### config.mk
export PLATFORM = sky130hd
export DESIGN_NAME = lvrst_core
export DESIGN_NICKNAME = d
export VERILOG_FILES = /design/src/core/lvrst_core.v
export VERILOG_INCLUDE_DIRS = /design/src /design/src/pkg
export SDC_FILE = /design/constraint.sdc
export NUM_CORES = 1
export LEC_CHECK = 0
export CAP_MARGIN = 20
export CORE_UTILIZATION = 60
export CTS_BUF_LIST = sky130_fd_sc_hd__clkbuf_2 sky130_fd_sc_hd__clkbuf_4 sky130_fd_sc_hd__clkbuf_8
export DETAILED_ROUTE_END_ITERATION = 6
export DONT_BUFFER_PORTS = 1
export GPL_TIMING_DRIVEN = 0
export HOLD_SLACK_MARGIN = 0.1
export PLACE_DENSITY = 0.85
export SYNTH_ARGS = -nofsm -noshare
export SYNTH_HDL_FRONTEND = slang
export SYNTH_SLANG_ARGS = --single-unit
### constraint.sdc
create_clock -name clk_sys -period 7.75 [get_ports clk_sys]
set_input_delay 0.775 -clock clk_sys [delete_from_list [all_inputs] [get_ports clk_sys]]
set_output_delay 0.775 -clock clk_sys [all_outputs]
set_load 0.005 [all_outputs]
### src/pkg/lvrst_defines.vh
// constants for the supply voltage reset and reset flag block
//
// Overview of operation
// - monitoring enabled by threshold byte stays active except in sleep
// - reset and supply flag only after low supply outlasts minimum duration
// - low supply shorter than minimum duration is ignored, flags untouched
// - threshold byte decodes to five levels plus disable; default lowest level
// - undefined threshold code resets after delay, restores default, sets fault flag
// - genuine low supply reset keeps the threshold byte unchanged
// - supply reset flag set by low voltage reset, cleared by software or power-on
// - selection fault flag set on undefined code, cleared by software or power-on
// - upper four bits of reset cause flags always read zero
// - writing key value to flash control one resets whole device
// - watchdog timeout in run mode acts like low voltage reset, sets timeout
// - watchdog timeout in sleep clears pc and sp, sets timeout and power down
// - power-on clears timeout and power down; supply reset keeps them
// - power-on disables interrupts, clears watchdog, timers off, ports input, stack top
// - supply voltage reset is a full device reset
`ifndef LVRST_DEFINES_VH
`define LVRST_DEFINES_VH

// register addresses
`define LVRST_ADDR_THRESH 4'h0
`define LVRST_ADDR_FLAGS 4'h1
`define LVRST_ADDR_STATUS 4'h2
`define LVRST_ADDR_FLASH1 4'h3
`define LVRST_ADDR_IRQ_STAT 4'h4
`define LVRST_ADDR_IRQ_EN 4'h5
`define LVRST_ADDR_IRQ_CLR 4'h6

// threshold codes
`define LVRST_CODE_1V70 8'h66
`define LVRST_CODE_1V90 8'h55
`define LVRST_CODE_2V55 8'h33
`define LVRST_CODE_3V15 8'h99
`define LVRST_CODE_3V80 8'hAA
`define LVRST_CODE_OFF 8'hF0
`define LVRST_THRESH_RESET 8'h66
`define LVRST_FLASH_KEY 8'h55

// flag bit positions
`define LVRST_BIT_WDC 0
`define LVRST_BIT_SELF 1
`define LVRST_BIT_SUPPLY 2
`define LVRST_BIT_CTRL 3
`define LVRST_BIT_PDF 0
`define LVRST_BIT_TO 1

// timing
`define LVRST_MIN_LV_NS 120
`define LVRST_SW_DELAY_NS 50
`define LVRST_CLK_NS 5
`define LVRST_PULSE_CYC 4

`endif

### src/core/lvrst_core.v
// supply voltage reset, self-programming reset, watchdog reset and reset flags
//
// Implementation choices: the register addresses and the address-and-strobe port.
`timescale 1ns/100ps
`default_nettype none
`include "lvrst_defines.vh"

module lvrst_core
#(
    parameter MIN_LV_CYC = (`LVRST_MIN_LV_NS + `LVRST_CLK_NS - 1) / `LVRST_CLK_NS,
    parameter SW_DELAY_CYC = (`LVRST_SW_DELAY_NS + `LVRST_CLK_NS - 1) / `LVRST_CLK_NS,
    parameter CNT_W = 16
)
(
    // clock and power-on reset
    input wire clk_sys,
    input wire reset,
    // register port
    input wire [3:0] reg_addr,
    input wire [7:0] reg_wdata,
    input wire reg_wr,
    input wire reg_rd,
    output reg [7:0] reg_rdata_ff,
    // analogue and system inputs
    input wire supply_low,
    input wire sleep_mode,
    input wire watchdog_timeout,
    input wire ctrl_byte_fault,
    input wire watchdog_ctrl_fault,
    // reset outputs
    output reg device_reset_ff,
    output reg pc_sp_clear_ff,
    output reg [2:0] threshold_level_ff,
    output reg monitor_on_ff,
    output reg irq_ff
);

    // pin synchronisers, three stages
    reg [2:0] low_sync_ff;
    reg [2:0] sleep_sync_ff;
    reg [2:0] wdt_sync_ff;
    reg low_q_ff;
    reg sleep_q_ff;
    reg wdt_q_ff;
    reg wdt_prev_ff;

    always @(posedge clk_sys or posedge reset)
    begin
        if (reset)
        begin
            low_sync_ff <= 3'h0;
            sleep_sync_ff <= 3'h0;
            wdt_sync_ff <= 3'h0;
            low_q_ff <= 1'b0;
            sleep_q_ff <= 1'b0;
            wdt_q_ff <= 1'b0;
            wdt_prev_ff <= 1'b0;
        end
        else
        begin
            low_sync_ff <= {low_sync_ff[1:0], supply_low};
            sleep_sync_ff <= {sleep_sync_ff[1:0], sleep_mode};
            wdt_sync_ff <= {wdt_sync_ff[1:0], watchdog_timeout};
            if (low_sync_ff[1] == low_sync_ff[2])
                low_q_ff <= low_sync_ff[2];
            if (sleep_sync_ff[1] == sleep_sync_ff[2])
                sleep_q_ff <= sleep_sync_ff[2];
            if (wdt_sync_ff[1] == wdt_sync_ff[2])
                wdt_q_ff <= wdt_sync_ff[2];
            wdt_prev_ff <= wdt_q_ff;
        end
    end

    wire wdt_event = wdt_q_ff & ~wdt_prev_ff;

    // register state
    reg [7:0] thresh_ff;
    reg [3:0] cause_ff;
    reg to_ff;
    reg pdf_ff;
    reg [CNT_W-1:0] lv_cnt_ff;
    reg [CNT_W-1:0] sw_cnt_ff;
    reg sw_busy_ff;
    reg [2:0] pulse_ff;
    reg [3:0] irq_stat_ff;
    reg [3:0] irq_en_ff;

    // threshold decode into level index, 7 for off, 6 undefined
    reg [2:0] nxt_level;
    always @*
    begin
        case (thresh_ff)
            `LVRST_CODE_1V70: nxt_level = 3'h0;
            `LVRST_CODE_1V90: nxt_level = 3'h1;
            `LVRST_CODE_2V55: nxt_level = 3'h2;
            `LVRST_CODE_3V15: nxt_level = 3'h3;
            `LVRST_CODE_3V80: nxt_level = 3'h4;
            `LVRST_CODE_OFF: nxt_level = 3'h7;
            default: nxt_level = 3'h6;
        endcase
    end

    wire code_bad = (nxt_level == 3'h6);
    // enabled except in sleep or when the threshold byte is off or undefined
    wire mon_en = (nxt_level <= 3'h4) & ~sleep_q_ff;
    wire lv_fire = mon_en & low_q_ff &
        (lv_cnt_ff == MIN_LV_CYC[CNT_W-1:0] - 1'b1);
    wire sw_fire = sw_busy_ff & (sw_cnt_ff == SW_DELAY_CYC[CNT_W-1:0] - 1'b1);
    wire key_fire = reg_wr & (reg_addr == `LVRST_ADDR_FLASH1) &
        (reg_wdata == `LVRST_FLASH_KEY);
    wire wdt_run = wdt_event & ~sleep_q_ff;
    wire wdt_sleep = wdt_event & sleep_q_ff;
    wire wr_flags = reg_wr & (reg_addr == `LVRST_ADDR_FLAGS);
    wire [3:0] events = {key_fire, wdt_event, sw_fire, lv_fire};

    // minimum duration filter and software reset delay
    always @(posedge clk_sys or posedge reset)
    begin
        if (reset)
        begin
            lv_cnt_ff <= {CNT_W{1'b0}};
            sw_cnt_ff <= {CNT_W{1'b0}};
            sw_busy_ff <= 1'b0;
        end
        else
        begin
            if (!(mon_en & low_q_ff) || lv_fire)
                lv_cnt_ff <= {CNT_W{1'b0}};
            else
                lv_cnt_ff <= lv_cnt_ff + 1'b1;
            if (sw_fire)
            begin
                sw_busy_ff <= 1'b0;
                sw_cnt_ff <= {CNT_W{1'b0}};
            end
            else if (sw_busy_ff)
                sw_cnt_ff <= sw_cnt_ff + 1'b1;
            else if (code_bad)
                sw_busy_ff <= 1'b1;
        end
    end

    // threshold byte and flags; hardware set wins over software clear
    always @(posedge clk_sys or posedge reset)
    begin
        if (reset)
        begin
            thresh_ff <= `LVRST_THRESH_RESET;
            cause_ff <= 4'h0;
            to_ff <= 1'b0;
            pdf_ff <= 1'b0;
        end
        else
        begin
            // restore on fault, keep on low supply
            if (sw_fire)
                thresh_ff <= `LVRST_THRESH_RESET;
            else if (reg_wr && reg_addr == `LVRST_ADDR_THRESH && !lv_fire)
                thresh_ff <= reg_wdata;
            cause_ff[`LVRST_BIT_SUPPLY] <= lv_fire |
                (cause_ff[`LVRST_BIT_SUPPLY] & ~(wr_flags & ~reg_wdata[2]));
            cause_ff[`LVRST_BIT_SELF] <= sw_fire |
                (cause_ff[`LVRST_BIT_SELF] & ~(wr_flags & ~reg_wdata[1]));
            cause_ff[`LVRST_BIT_CTRL] <= ctrl_byte_fault |
                (cause_ff[`LVRST_BIT_CTRL] & ~(wr_flags & ~reg_wdata[3]));
            cause_ff[`LVRST_BIT_WDC] <= watchdog_ctrl_fault |
                (cause_ff[`LVRST_BIT_WDC] & ~(wr_flags & ~reg_wdata[0]));
            if (wdt_event)
                to_ff <= 1'b1;
            if (wdt_sleep)
                pdf_ff <= 1'b1;
        end
    end

    // any source of a full device reset, fault bytes included
    wire full_fire = lv_fire | sw_fire | key_fire | wdt_run |
        ctrl_byte_fault | watchdog_ctrl_fault;
    // pulse reload, cut to the counter width on purpose
    localparam [31:0] PULSE_RELOAD = `LVRST_PULSE_CYC - 1;
    wire [2:0] pulse_init = PULSE_RELOAD[2:0];

    // full reset pulse; sleep timeout only clears pc and sp
    always @(posedge clk_sys or posedge reset)
    begin
        if (reset)
        begin
            pulse_ff <= 3'h0;
            device_reset_ff <= 1'b1;
            pc_sp_clear_ff <= 1'b1;
        end
        else
        begin
            if (full_fire)
                pulse_ff <= pulse_init;
            else if (pulse_ff != 3'h0)
                pulse_ff <= pulse_ff - 1'b1;
            // every full reset source also raises the pc and sp clear
            device_reset_ff <= (pulse_ff != 3'h0) | full_fire;
            pc_sp_clear_ff <= (pulse_ff != 3'h0) | full_fire | wdt_sleep;
        end
    end

    // interrupt status, enable and clear
    always @(posedge clk_sys or posedge reset)
    begin
        if (reset)
        begin
            irq_stat_ff <= 4'h0;
            irq_en_ff <= 4'h0;
            irq_ff <= 1'b0;
        end
        else
        begin
            irq_stat_ff <= events | (irq_stat_ff &
                ~((reg_wr && reg_addr == `LVRST_ADDR_IRQ_CLR) ? reg_wdata[3:0] : 4'h0));
            if (reg_wr && reg_addr == `LVRST_ADDR_IRQ_EN)
                irq_en_ff <= reg_wdata[3:0];
            irq_ff <= |(irq_stat_ff & irq_en_ff);
        end
    end

    // read data, one cycle after strobe
    always @(posedge clk_sys or posedge reset)
    begin
        if (reset)
        begin
            reg_rdata_ff <= 8'h00;
            threshold_level_ff <= 3'h0;
            monitor_on_ff <= 1'b0;
        end
        else
        begin
            threshold_level_ff <= nxt_level;
            monitor_on_ff <= mon_en;
            if (!reg_rd)
                reg_rdata_ff <= 8'h00;
            else
                case (reg_addr)
                    `LVRST_ADDR_THRESH: reg_rdata_ff <= thresh_ff;
                    `LVRST_ADDR_FLAGS: reg_rdata_ff <= {4'h0, cause_ff};
                    `LVRST_ADDR_STATUS: reg_rdata_ff <= {6'h00, to_ff, pdf_ff};
                    `LVRST_ADDR_IRQ_STAT: reg_rdata_ff <= {4'h0, irq_stat_ff};
                    `LVRST_ADDR_IRQ_EN: reg_rdata_ff <= {4'h0, irq_en_ff};
                    default: reg_rdata_ff <= 8'h00;
                endcase
        end
    end

endmodule
`default_nettype wire

== Word level (Yosys, flattened, before mapping) ==
Cells that the tools add are included.

* Add/subtract/negate cells: 3
* Magnitude comparators: 1
* Equality and inequality tests: 19
* Muxes and demuxes: 14
* Bitwise operators: 43
* Reduce and logical (&&, ||, !) cells: 13

{| class="wikitable"
|+ Operators with widths
! cell !! count
|-
| $mux W16 || 3
|-
| $pmux W8 S5 || 1
|-
| $add A16 B1 Y16 const B || 2
|-
| $eq A8 B7 Y1 const B || 3
|-
| $eq A8 B8 Y1 const B || 3
|-
| $mux W8 || 3
|-
| $and A1 B1 Y1 || 18
|-
| $pmux W3 S6 || 1
|-
| $eq A16 B4 Y1 const B || 1
|-
| $eq A16 B5 Y1 const B || 1
|-
| $eq A4 B3 Y1 const B || 3
|-
| $or A1 B1 Y1 || 11
|-
| $not A1 Y1 || 10
|-
| $and A4 B4 Y4 || 2
|-
| $eq A4 B2 Y1 const B || 2
|-
| $eq A8 B6 Y1 const B || 1
|-
| $mux W3 || 2
|-
| $reduce_bool A2 Y1 || 3
|-
| $eq A4 B1 Y1 const B || 1
|-
| $logic_and A1 B1 Y1 || 4
|-
| $logic_not A4 Y1 || 1
|-
| $mux W4 || 1
|-
| $not A4 Y4 || 1
|-
| $or A4 B4 Y4 || 1
|-
| other kinds (9) || 14
|}

* Register bits after elaboration: 86
* Input bits: 21
* Output and inout bits: 15
* Word-level logic and storage cells: 116

== Depth between registers and ports, before layout ==
Gate-level depths: netlist of run 1.

* Depth in word-level cells: 13
* Mapped depth: 7

== Least setup slack after synthesis of run 1 ==
No wires, ideal clock.

* Kind: input -> register
* Start point: input port reg_addr[0]
* End point: register pulse_ff[2]
* Library setup time: 119 ps
* Arrival time: 1,843 ps
* Data required time: 7,631 ps
* Slack: 5,788 ps
* Stages on the path: 6
* Buffers on the path: 1
* Cell sequence: clkbuf_1 -> nor2b_1 -> nand2_1 -> nor3_1 -> nor4_4 -> and2_1

* Longest elaborated chain between the ends: 8
* Elaborated cells between the ends (all ways): 9

{| class="wikitable"
|+ RTL lines
! what !! RTL line !! RTL
|-
| start, declared || lvrst_core.v:19 || <nowiki>input wire [3:0] reg_addr,</nowiki>
|-
| $eq A4 B2 Y1 (no source line) * || - ||
|-
| $and A1 B1 Y1 * (2 in a row) || lvrst_core.v:109 || <nowiki>wire key_fire = reg_wr & (reg_addr == `LVRST_ADDR_FLASH1) &</nowiki>
|-
| $or A1 B1 Y1 * (3 in a row) || lvrst_core.v:176 || <nowiki>wire full_fire = lv_fire | sw_fire | key_fire | wdt_run |</nowiki>
|-
| $or A1 B1 Y1 * || lvrst_core.v:177 || <nowiki>ctrl_byte_fault | watchdog_ctrl_fault;</nowiki>
|-
| $mux W3 or $reduce_bool A2 Y1 (tied branches) || - ||
|-
| end signal, assigned || lvrst_core.v:194 || <nowiki>pulse_ff <= pulse_init;</nowiki>
|-
| end signal, assigned || lvrst_core.v:196 || <nowiki>pulse_ff <= pulse_ff - 1'b1;</nowiki>
|-
| end, declared || lvrst_core.v:84 || <nowiki>reg [2:0] pulse_ff;</nowiki>
|}

Mark *: on every way between the ends. The rest lies on a longest branch, timed or not.
A chain may end at the register's enable or synchronous reset.

== Worst setup path in the final report of run 1 ==
* Start point: register thresh_ff[6]
* End point: register pulse_ff[1]

* Longest elaborated chain between the ends: 12
* Elaborated cells between the ends (all ways): 18

{| class="wikitable"
|+ RTL lines
! what !! RTL line !! RTL
|-
| start, declared || lvrst_core.v:77 || <nowiki>reg [7:0] thresh_ff;</nowiki>
|-
| start signal, assigned || lvrst_core.v:148 || <nowiki>thresh_ff <= `LVRST_THRESH_RESET;</nowiki>
|-
| start signal, assigned || lvrst_core.v:157 || <nowiki>thresh_ff <= `LVRST_THRESH_RESET;</nowiki>
|-
| start signal, assigned || lvrst_core.v:159 || <nowiki>thresh_ff <= reg_wdata;</nowiki>
|-
| $eq A8 B8 Y1, or another cell as far along || lvrst_core.v:92 || <nowiki>case (thresh_ff)</nowiki>
|-
| $pmux W3 S6 * || lvrst_core.v:92 ||
|-
| $le A3 B3 Y1 * || lvrst_core.v:105 || <nowiki>wire mon_en = (nxt_level <= 3'h4) & ~sleep_q_ff;</nowiki>
|-
| $and A1 B1 Y1 * || lvrst_core.v:105 ||
|-
| $and A1 B1 Y1 * (2 in a row) || lvrst_core.v:106 || <nowiki>wire lv_fire = mon_en & low_q_ff &</nowiki>
|-
| $or A1 B1 Y1 * (4 in a row) || lvrst_core.v:176 ||
|-
| $or A1 B1 Y1 * || lvrst_core.v:177 ||
|-
| $mux W3 or $reduce_bool A2 Y1 (tied branches) || - ||
|}

Marked as above.

==> qor.csv, run 1 <==
metric,value,unit
die_x,82.1,um
fin_skew,0.00799,ns
crit_type,register to register,
worst_slack,5.73,ns
clock_path_buffers,2,
startpoint,thresh_ff[6]$_DFFE_PP1P_,
wl_per_cell,16.7,um
tightest_slew,0.593,ns
required,7.97,ns
setup_tns,0,ns
rsz0062_at_grt,no,
endpoint,pulse_ff[1]$_DFFE_PP0P_,
synth_edf_count,0,
grt_use_total,0.247,
synth_cell_types,54,
setup_viol,0,
status,finished clean,
fmax,0.494,GHz
seqPwrFrac,0.524,
dp_worst_setup_slack,5.54,ns
p_comb_frac,0.165,
clock_sinks,86,
core,6060,sq um
yosysSeqAreaShare,0.561,
reg2reg_to,pulse_ff[1]$_DFFE_PP0P_,
ir_worst_vdd,0.152,mV
cp-start-kind,register,
overflow,0,
synthCells,342,
period_needed,2.02,ns
cts.repair.resized,0,
synth_area_leaders,"dfrtp_1 (52%), nand3_1 (4.4%), dfstp_2 (4.1%)",
place_hpwl,5.05,mm
final_area,4190,sq um
grt_pass1_vias,2625,
io_buffers,0,
period_share,0.261,
grt_pass1_wl,12.2,mm
cp_slowest_stage_delay,0.56,ns
cts_root_buf,clkbuf_8,
cts_tree,yes,
slew_viol_final,0,
internal_power,822,uW
antenna_left,0,
grt_max_degree,46,
synthFlopType,dfrtp_1,
synthArstFlopShare,1.00,
dr.pass1.iters,5,
swShare,0.283,
syn_to_final_growth,8.95,%
insertion_delay,0.35,ns
gp_congestion,0.856,
n_antenna_cell,0,
antenna_found_initial,0,
via_count,2633,
leakagePower,1.78,nW
layout_commonest_cell,dfrtp_1,
cpMaxStageDelayCell,dfstp_2,
mostFrequentLayoutCells,"dfrtp_1 (80), nand3_1 (34), nand2_1 (32)",
ctsHtreeMaxLevel,3,
num_rows,28,
die_h,82.1,um
syn_nets,368,
clk_pin_slew_worst_paths,0.08,ns
finalPower,1.15,mW
whs,0.332,ns
ys_ff_latch,86,
ff2ff_setup_slack,5.73,ns
yosysWarnings,0,
switching_power,324,uW
cp-end-kind,register,
synth_top_cell_by_area,dfrtp_1,
critPathArrivalTime,2.24,ns
numCtsBuffers,9,
drive_above_1_share,0.136,
vias_per_cell,6.07,
synth.cell_area,3850,sq um
fin_nets,380,
synth_top_area_frac,0.520,
wirelength,7.24,mm
avgSynthCellArea,11.2,sq um
cp_max_fo,9,
placed_area,3960,sq um
clkPwrFrac,0.311,
relSlewSlack,0.602,
start_util,0.635,
maxCapViolCount,0,
final-hold-violation-count,0,
postCtsHoldBufs,0,
cts_setup_buffers,0,
rr_worst_depth,5,
pin_count,36,
drtIter0Drc,174,
die_area,6730,sq um
r2r_start,thresh_ff[6]$_DFFE_PP1P_,
cellPowerDensity,274,nW/um^2
drc_errors,0,
crit_chain,and4bb_1 -> o22a_4 -> o2111a_2 -> nor4_4 -> o211ai_1,
hold_path.class,input port to async pin,
worst max-delay path: cells and delay by family (launching register included):
family	cells	cell delay, ns
AND/OR/NAND/NOR	2	0.64
flip-flops	1	0.56
AO/OA/AOI/OAI	3	0.68
cells in the mapped netlist, types with 2 or more instances:
library cell  number
and2_1             6
nand3_1           34
a21oi_1            6
nor4_1             3
and4bb_2           2
nand4_1            5
o21ai_0           18
and3_1             5
nor4b_1            5
nand3b_1           2
a21o_1             3
xor2_1            17
xnor2_1           12
nor2_1            30
a22o_1             2
buf_6              2
nand2b_1           4
nand2_1           32
nor3_1             7
nor2b_1            2
clkbuf_1           3
a222oi_1           2
mux2_2             6
inv_1              9
maj3_1             3
nor4bb_1           2
and4_1             2
and4bb_1           2
dfstp_2            6
dfrtp_1           80
ha_1               5
mux4_2             2
a22oi_1            2
worst min-delay path by stage:
stage | startpoint | endpoint | slack [ns] | depth (start not counted)
after floorplan | low_sync_ff[0]$_DFF_PP0_ | low_sync_ff[1]$_DFF_PP0_ | 0.33 | 0
after global placement | wdt_sync_ff[0]$_DFF_PP0_ | wdt_sync_ff[1]$_DFF_PP0_ | 0.33 | 0
after detailed placement | sleep_sync_ff[0]$_DFF_PP0_ | sleep_sync_ff[1]$_DFF_PP0_ | 0.34 | 0
after CTS | reset | lv_cnt_ff[8]$_DFF_PP0_ | 0.34 | 1
after global routing | wdt_sync_ff[0]$_DFF_PP0_ | wdt_sync_ff[1]$_DFF_PP0_ | 0.36 | 0
final | reset | lv_cnt_ff[8]$_DFF_PP0_ | 0.33 | 1
metrics by stage:
step,instances,util
5_1_grt,434,0.691
4_1_cts,434,0.691
2_1_floorplan,342,-
3_3_place_gp,417,0.650
6_report,434,0.691
3_5_place_dp,418,0.654
state kept, by name, summed over array words and instances, names as in the netlist, 3 cells and up:
register	flops
lv_cnt_ff	16
sw_cnt_ff	16
reg_rdata_ff	8
thresh_ff	8
cause_ff	4
irq_en_ff	4
irq_stat_ff	4
low_sync_ff	3
pulse_ff	3
sleep_sync_ff	3
threshold_level_ff	3
wdt_sync_ff	3
per-layer routing:
layer  global-route usage  vias up  wire length [um]
li1                     -     1223                 -
met1                0.321     1316              3240
met2                0.383       78              3450
met3               0.0689       16               401
met4                0.111        0               149
met5                    0        -                 0
cell families (layout without fill, tap and decap cells):
kind of cell,count (synthesis),count (layout),share of synthesized area
DFF,86,86,0.561
xor gates and xnor gates,29,29,0.0660
muxes,8,8,0.0293
buffers and inverters,17,34,0.0218
AOI/OAI and AO/OA,40,40,0.0712
adders and majority gates,8,8,0.0241
and+or+nand+nor,154,154,0.226
power by group through the flow:
| stage | clock [mW] | sequential [mW] | combinational (mW) |
|---|---|---|---|
| after floorplan | 0 | 0.581 | 0.158 |
| after global placement | 0 | 0.602 | 0.175 |
| after detailed placement | 0 | 0.607 | 0.188 |
| after CTS | 0.361 | 0.598 | 0.190 |
| after global routing | 0.378 | 0.611 | 0.213 |
| final | 0.356 | 0.601 | 0.189 |
cell type report:
| cell class | instances | area, sq um |
|---|---|---|
| plain buffers | 8 | 50.0 |
| clock buffers | 13 | 160 |
| clock inverters | 3 | 67.6 |
| fillers | 430 | 1870 |
| inverters | 9 | 36.3 |
| multi-input cells | 239 | 1600 |
| flip-flops and latches | 86 | 2160 |
| well taps | 75 | 93.8 |
| repair buffers | 1 | 20.0 |
Power figures use the tool's default switching activity.
==> run 2, diff against run 1 <==
ABC_AREA = 1   (was default)
CORE_UTILIZATION = 59   (was 60)
PLACE_DENSITY = 0.87   (was 0.85)
clock period = 1.7 ns   (was 7.75 ns; I/O delays follow)
==> run 2 against run 1 <==
Net effect: the flow now finishes with violations (DRC, setup timing); wire length is 63% higher; first-iteration DRC count is 140% higher; clock skew is 0.0036 ns higher; sequential power grew to 4.6 times the previous value; synthesized area is 4.1% higher; worst setup slack worse by 6.0 ns; die area is 5.7% higher; via count is 47% higher; critical endpoint is now thresh_ff[5]$_DFFE_PP1P_; highest routed layer unchanged; cell count is 43% higher; sequential cell count stayed put; non-clock buffer count is 50 higher.
==> qor.csv, run 2 <==
metric,value,unit
n_antenna_cell,0,
pin_count,36,
synth_area_leaders,"dfrtp_1 (50%), nand2_1 (8.9%), inv_1 (6.9%)",
num_rows,29,
place_inst,548,
fin_util,0.806,
antenna_left,0,
clock_sinks,86,
synth_cell_types,37,
layout_commonest_cell,dfrtp_1,
internal_power,3.68,mW
grt_pass1_vias,3660,
syn_nets,495,
use_met3,0.0855,
synthFlopType,dfrtp_1,
seqPwrFrac,0.483,
clk_pin_slew_worst_paths,0.09,ns
insertion_delay,0.37,ns
cp-end-kind,register,
grt_use_total,0.302,
worst_slack,-0.273,ns
drtIter0Drc,424,
p_comb_frac,0.255,
synth.most_common_cell,nand2_1,
syn_to_final_growth,30.1,%
status,"finished, violations left",
grt_max_degree,44,
swShare,0.353,
die_area,7120,sq um
maxCapViolCount,0,
ctsHtreeMaxLevel,3,
via_count,3858,
rsz0062_at_grt,yes,
fin_skew,0.0116,ns
period_share,1.16,
grtUsageMet2,0.507,
slew_viol_final,0,
die_x,84.4,um
ys_ff_latch,86,
start_util,0.620,
avgSynthCellArea,8.54,sq um
synthArstFlopShare,1.00,
cts_root_buf,clkbuf_8,
fmax,0.507,GHz
cts_tree,yes,
gp_congestion,0.889,
yosysWarnings,0,
wirelength,11.8,mm
ir_worst_vdd,0.768,mV
synth_edf_count,0,
setup_viol,34,
cp-start-kind,register,
io_buffers,0,
vias_per_cell,6.22,
hold_path.class,input port to register,
synth_top_area_frac,0.500,
die_h,84.4,um
tightest_slew,0.725,ns
drive_above_1_share,0.256,
fin_cells,620,
final-hold-violation-count,0,
yosysSeqAreaShare,0.539,
wl_per_cell,19.1,um
leakagePower,2.39,nW
clkPwrFrac,0.262,
place_hpwl,5.76,mm
synthTopCellsByCount,"nand2_1 (95), dfrtp_1 (80), inv_1 (74), nor2_1 (63), nand3_1 (35)",
synth.cell_area,4000,sq um
synth_top_cell_by_area,dfrtp_1,
critPathArrivalTime,2.27,ns
cp_max_fo,7,
synthCells,469,
grt_pass1_wl,16.6,mm
mostFrequentLayoutCells,"dfrtp_1 (80), nand2_1 (77), inv_1 (69)",
crit_type,register to register,
top_regs,"lv_cnt_ff (16), sw_cnt_ff (16)",
switching_power,2.01,mW
cellPowerDensity,1090,nW/um^2
fin_nets,564,
overflow,0,
core,6460,sq um
grt_most_used_layer,met2,
numCtsBuffers,9,
antenna_found_initial,0,
relSlewSlack,0.512,
clock_path_buffers,2,
met1_usage,0.353,
drc_errors,2,
dr.pass1.iters,7,
violations,"DRC, setup timing",
period_needed,1.97,ns
required,2.00,ns
run 2: cell count changes after synthesis, moves of 7 or more:
cell,previous run,this run
xnor2_1,12,1
nand2_1,32,95
inv_1,9,74
nor2_1,30,63
xor2_1,17,10
nand4_1,5,20
run 2: area by class of cell:
type	instances	area [sq um]
Sequential cell	86	2160
Multi-Input combinational cell	307	1890
Fill cell	332	1250
Timing Repair Buffer	56	542
Inverter	75	288
Clock buffer	10	138
Tap cell	77	96.3
Clock inverter	6	70.1
Buffer	3	25.0
run 2: kinds of logic (layout without fill, tap and decap cells):
| logic type | after synthesis | count (layout) | synth area share |
|---|---|---|---|
| adder cells (fa/ha/maj) | 8 | 8 | 0.0231 |
| flip-flops | 86 | 86 | 0.539 |
| XOR/XNOR | 11 | 11 | 0.0241 |
| AO/OA/AOI/OAI | 43 | 43 | 0.0622 |
| buffers and inverters | 78 | 150 | 0.0753 |
| AND/OR/NAND/NOR | 243 | 245 | 0.276 |
run 2: routing by layer:
metal	vias to the layer above	share of wire
li1	1658	-
met1	1807	0.35
met2	302	0.49
met3	91	0.093
met4	0	0.067
met5	-	0
run 2: what timing repair did:
item                       4_1_cts  5_1_grt
gates resized for setup         33       70
setup endpoints to repair       32       40
buffers inserted                20       13
hold buffers                    20        0
gates cloned                     3        0
pin swaps                       17       29
hold endpoints to repair        84        0
run 2: worst paths after layout:
| check | from | endpoint | slack [ns] | cells past startpoint |
|---|---|---|---|---|
| setup / recovery | thresh_ff[7]$_DFFE_PP0P_ | thresh_ff[5]$_DFFE_PP1P_ | -0.27 | 10 |
| hold / removal | reg_addr[0] | reg_rdata_ff[7]$_DFF_PP0_ | 0.15 | 3 |
| setup reg to reg | thresh_ff[7]$_DFFE_PP0P_ | thresh_ff[5]$_DFFE_PP1P_ | -0.27 | 10 |
| hold reg to reg | wdt_sync_ff[0]$_DFF_PP0_ | wdt_sync_ff[1]$_DFF_PP0_ | 0.36 | 0 |
| max in group asynchronous | reset | device_reset_ff$_DFF_PP1_ | 0.65 | 4 |
| min in group asynchronous | reset | lv_cnt_ff[12]$_DFF_PP0_ | 0.25 | 2 |
run 2: per-stage QoR:
stage	setup WS (ns)	area (sq um)	hold slack, ns	TNS (ns)	power, mW
3_5_place_dp	-0.278	4140	0.0317	-6.18	3.56
5_1_grt	-0.301	5210	0.156	-8.23	5.91
2_1_floorplan	0.0462	4010	0.201	0	3.32
6_report	-0.273	5210	0.147	-6.86	5.69
4_1_cts	-0.0675	4860	0.105	-0.999	5.22
3_3_place_gp	-0.244	4100	0.201	-4.60	3.49
run 2: worst max-delay path, cell delays in order (launching register included):
cell and delay (ns):
dfrtp_1 0.52, nand2_1 0.18, nor2_2 0.16, nand2_2 0.10, o211ai_4 0.26, buf_6 0.15
nand4_4 0.15, nand2_4 0.17, nand2_4 0.08, nand2_2 0.08, nand2_1 0.06
run 2: power by group through the flow:
stage	clock network, mW	registers [mW]	logic, mW
global route	1.59	2.76	1.56
CTS	1.48	2.67	1.07
global placement	0	2.70	0.790
detailed placement	0	2.71	0.850
floorplan	0	2.62	0.693
finish	1.49	2.75	1.45
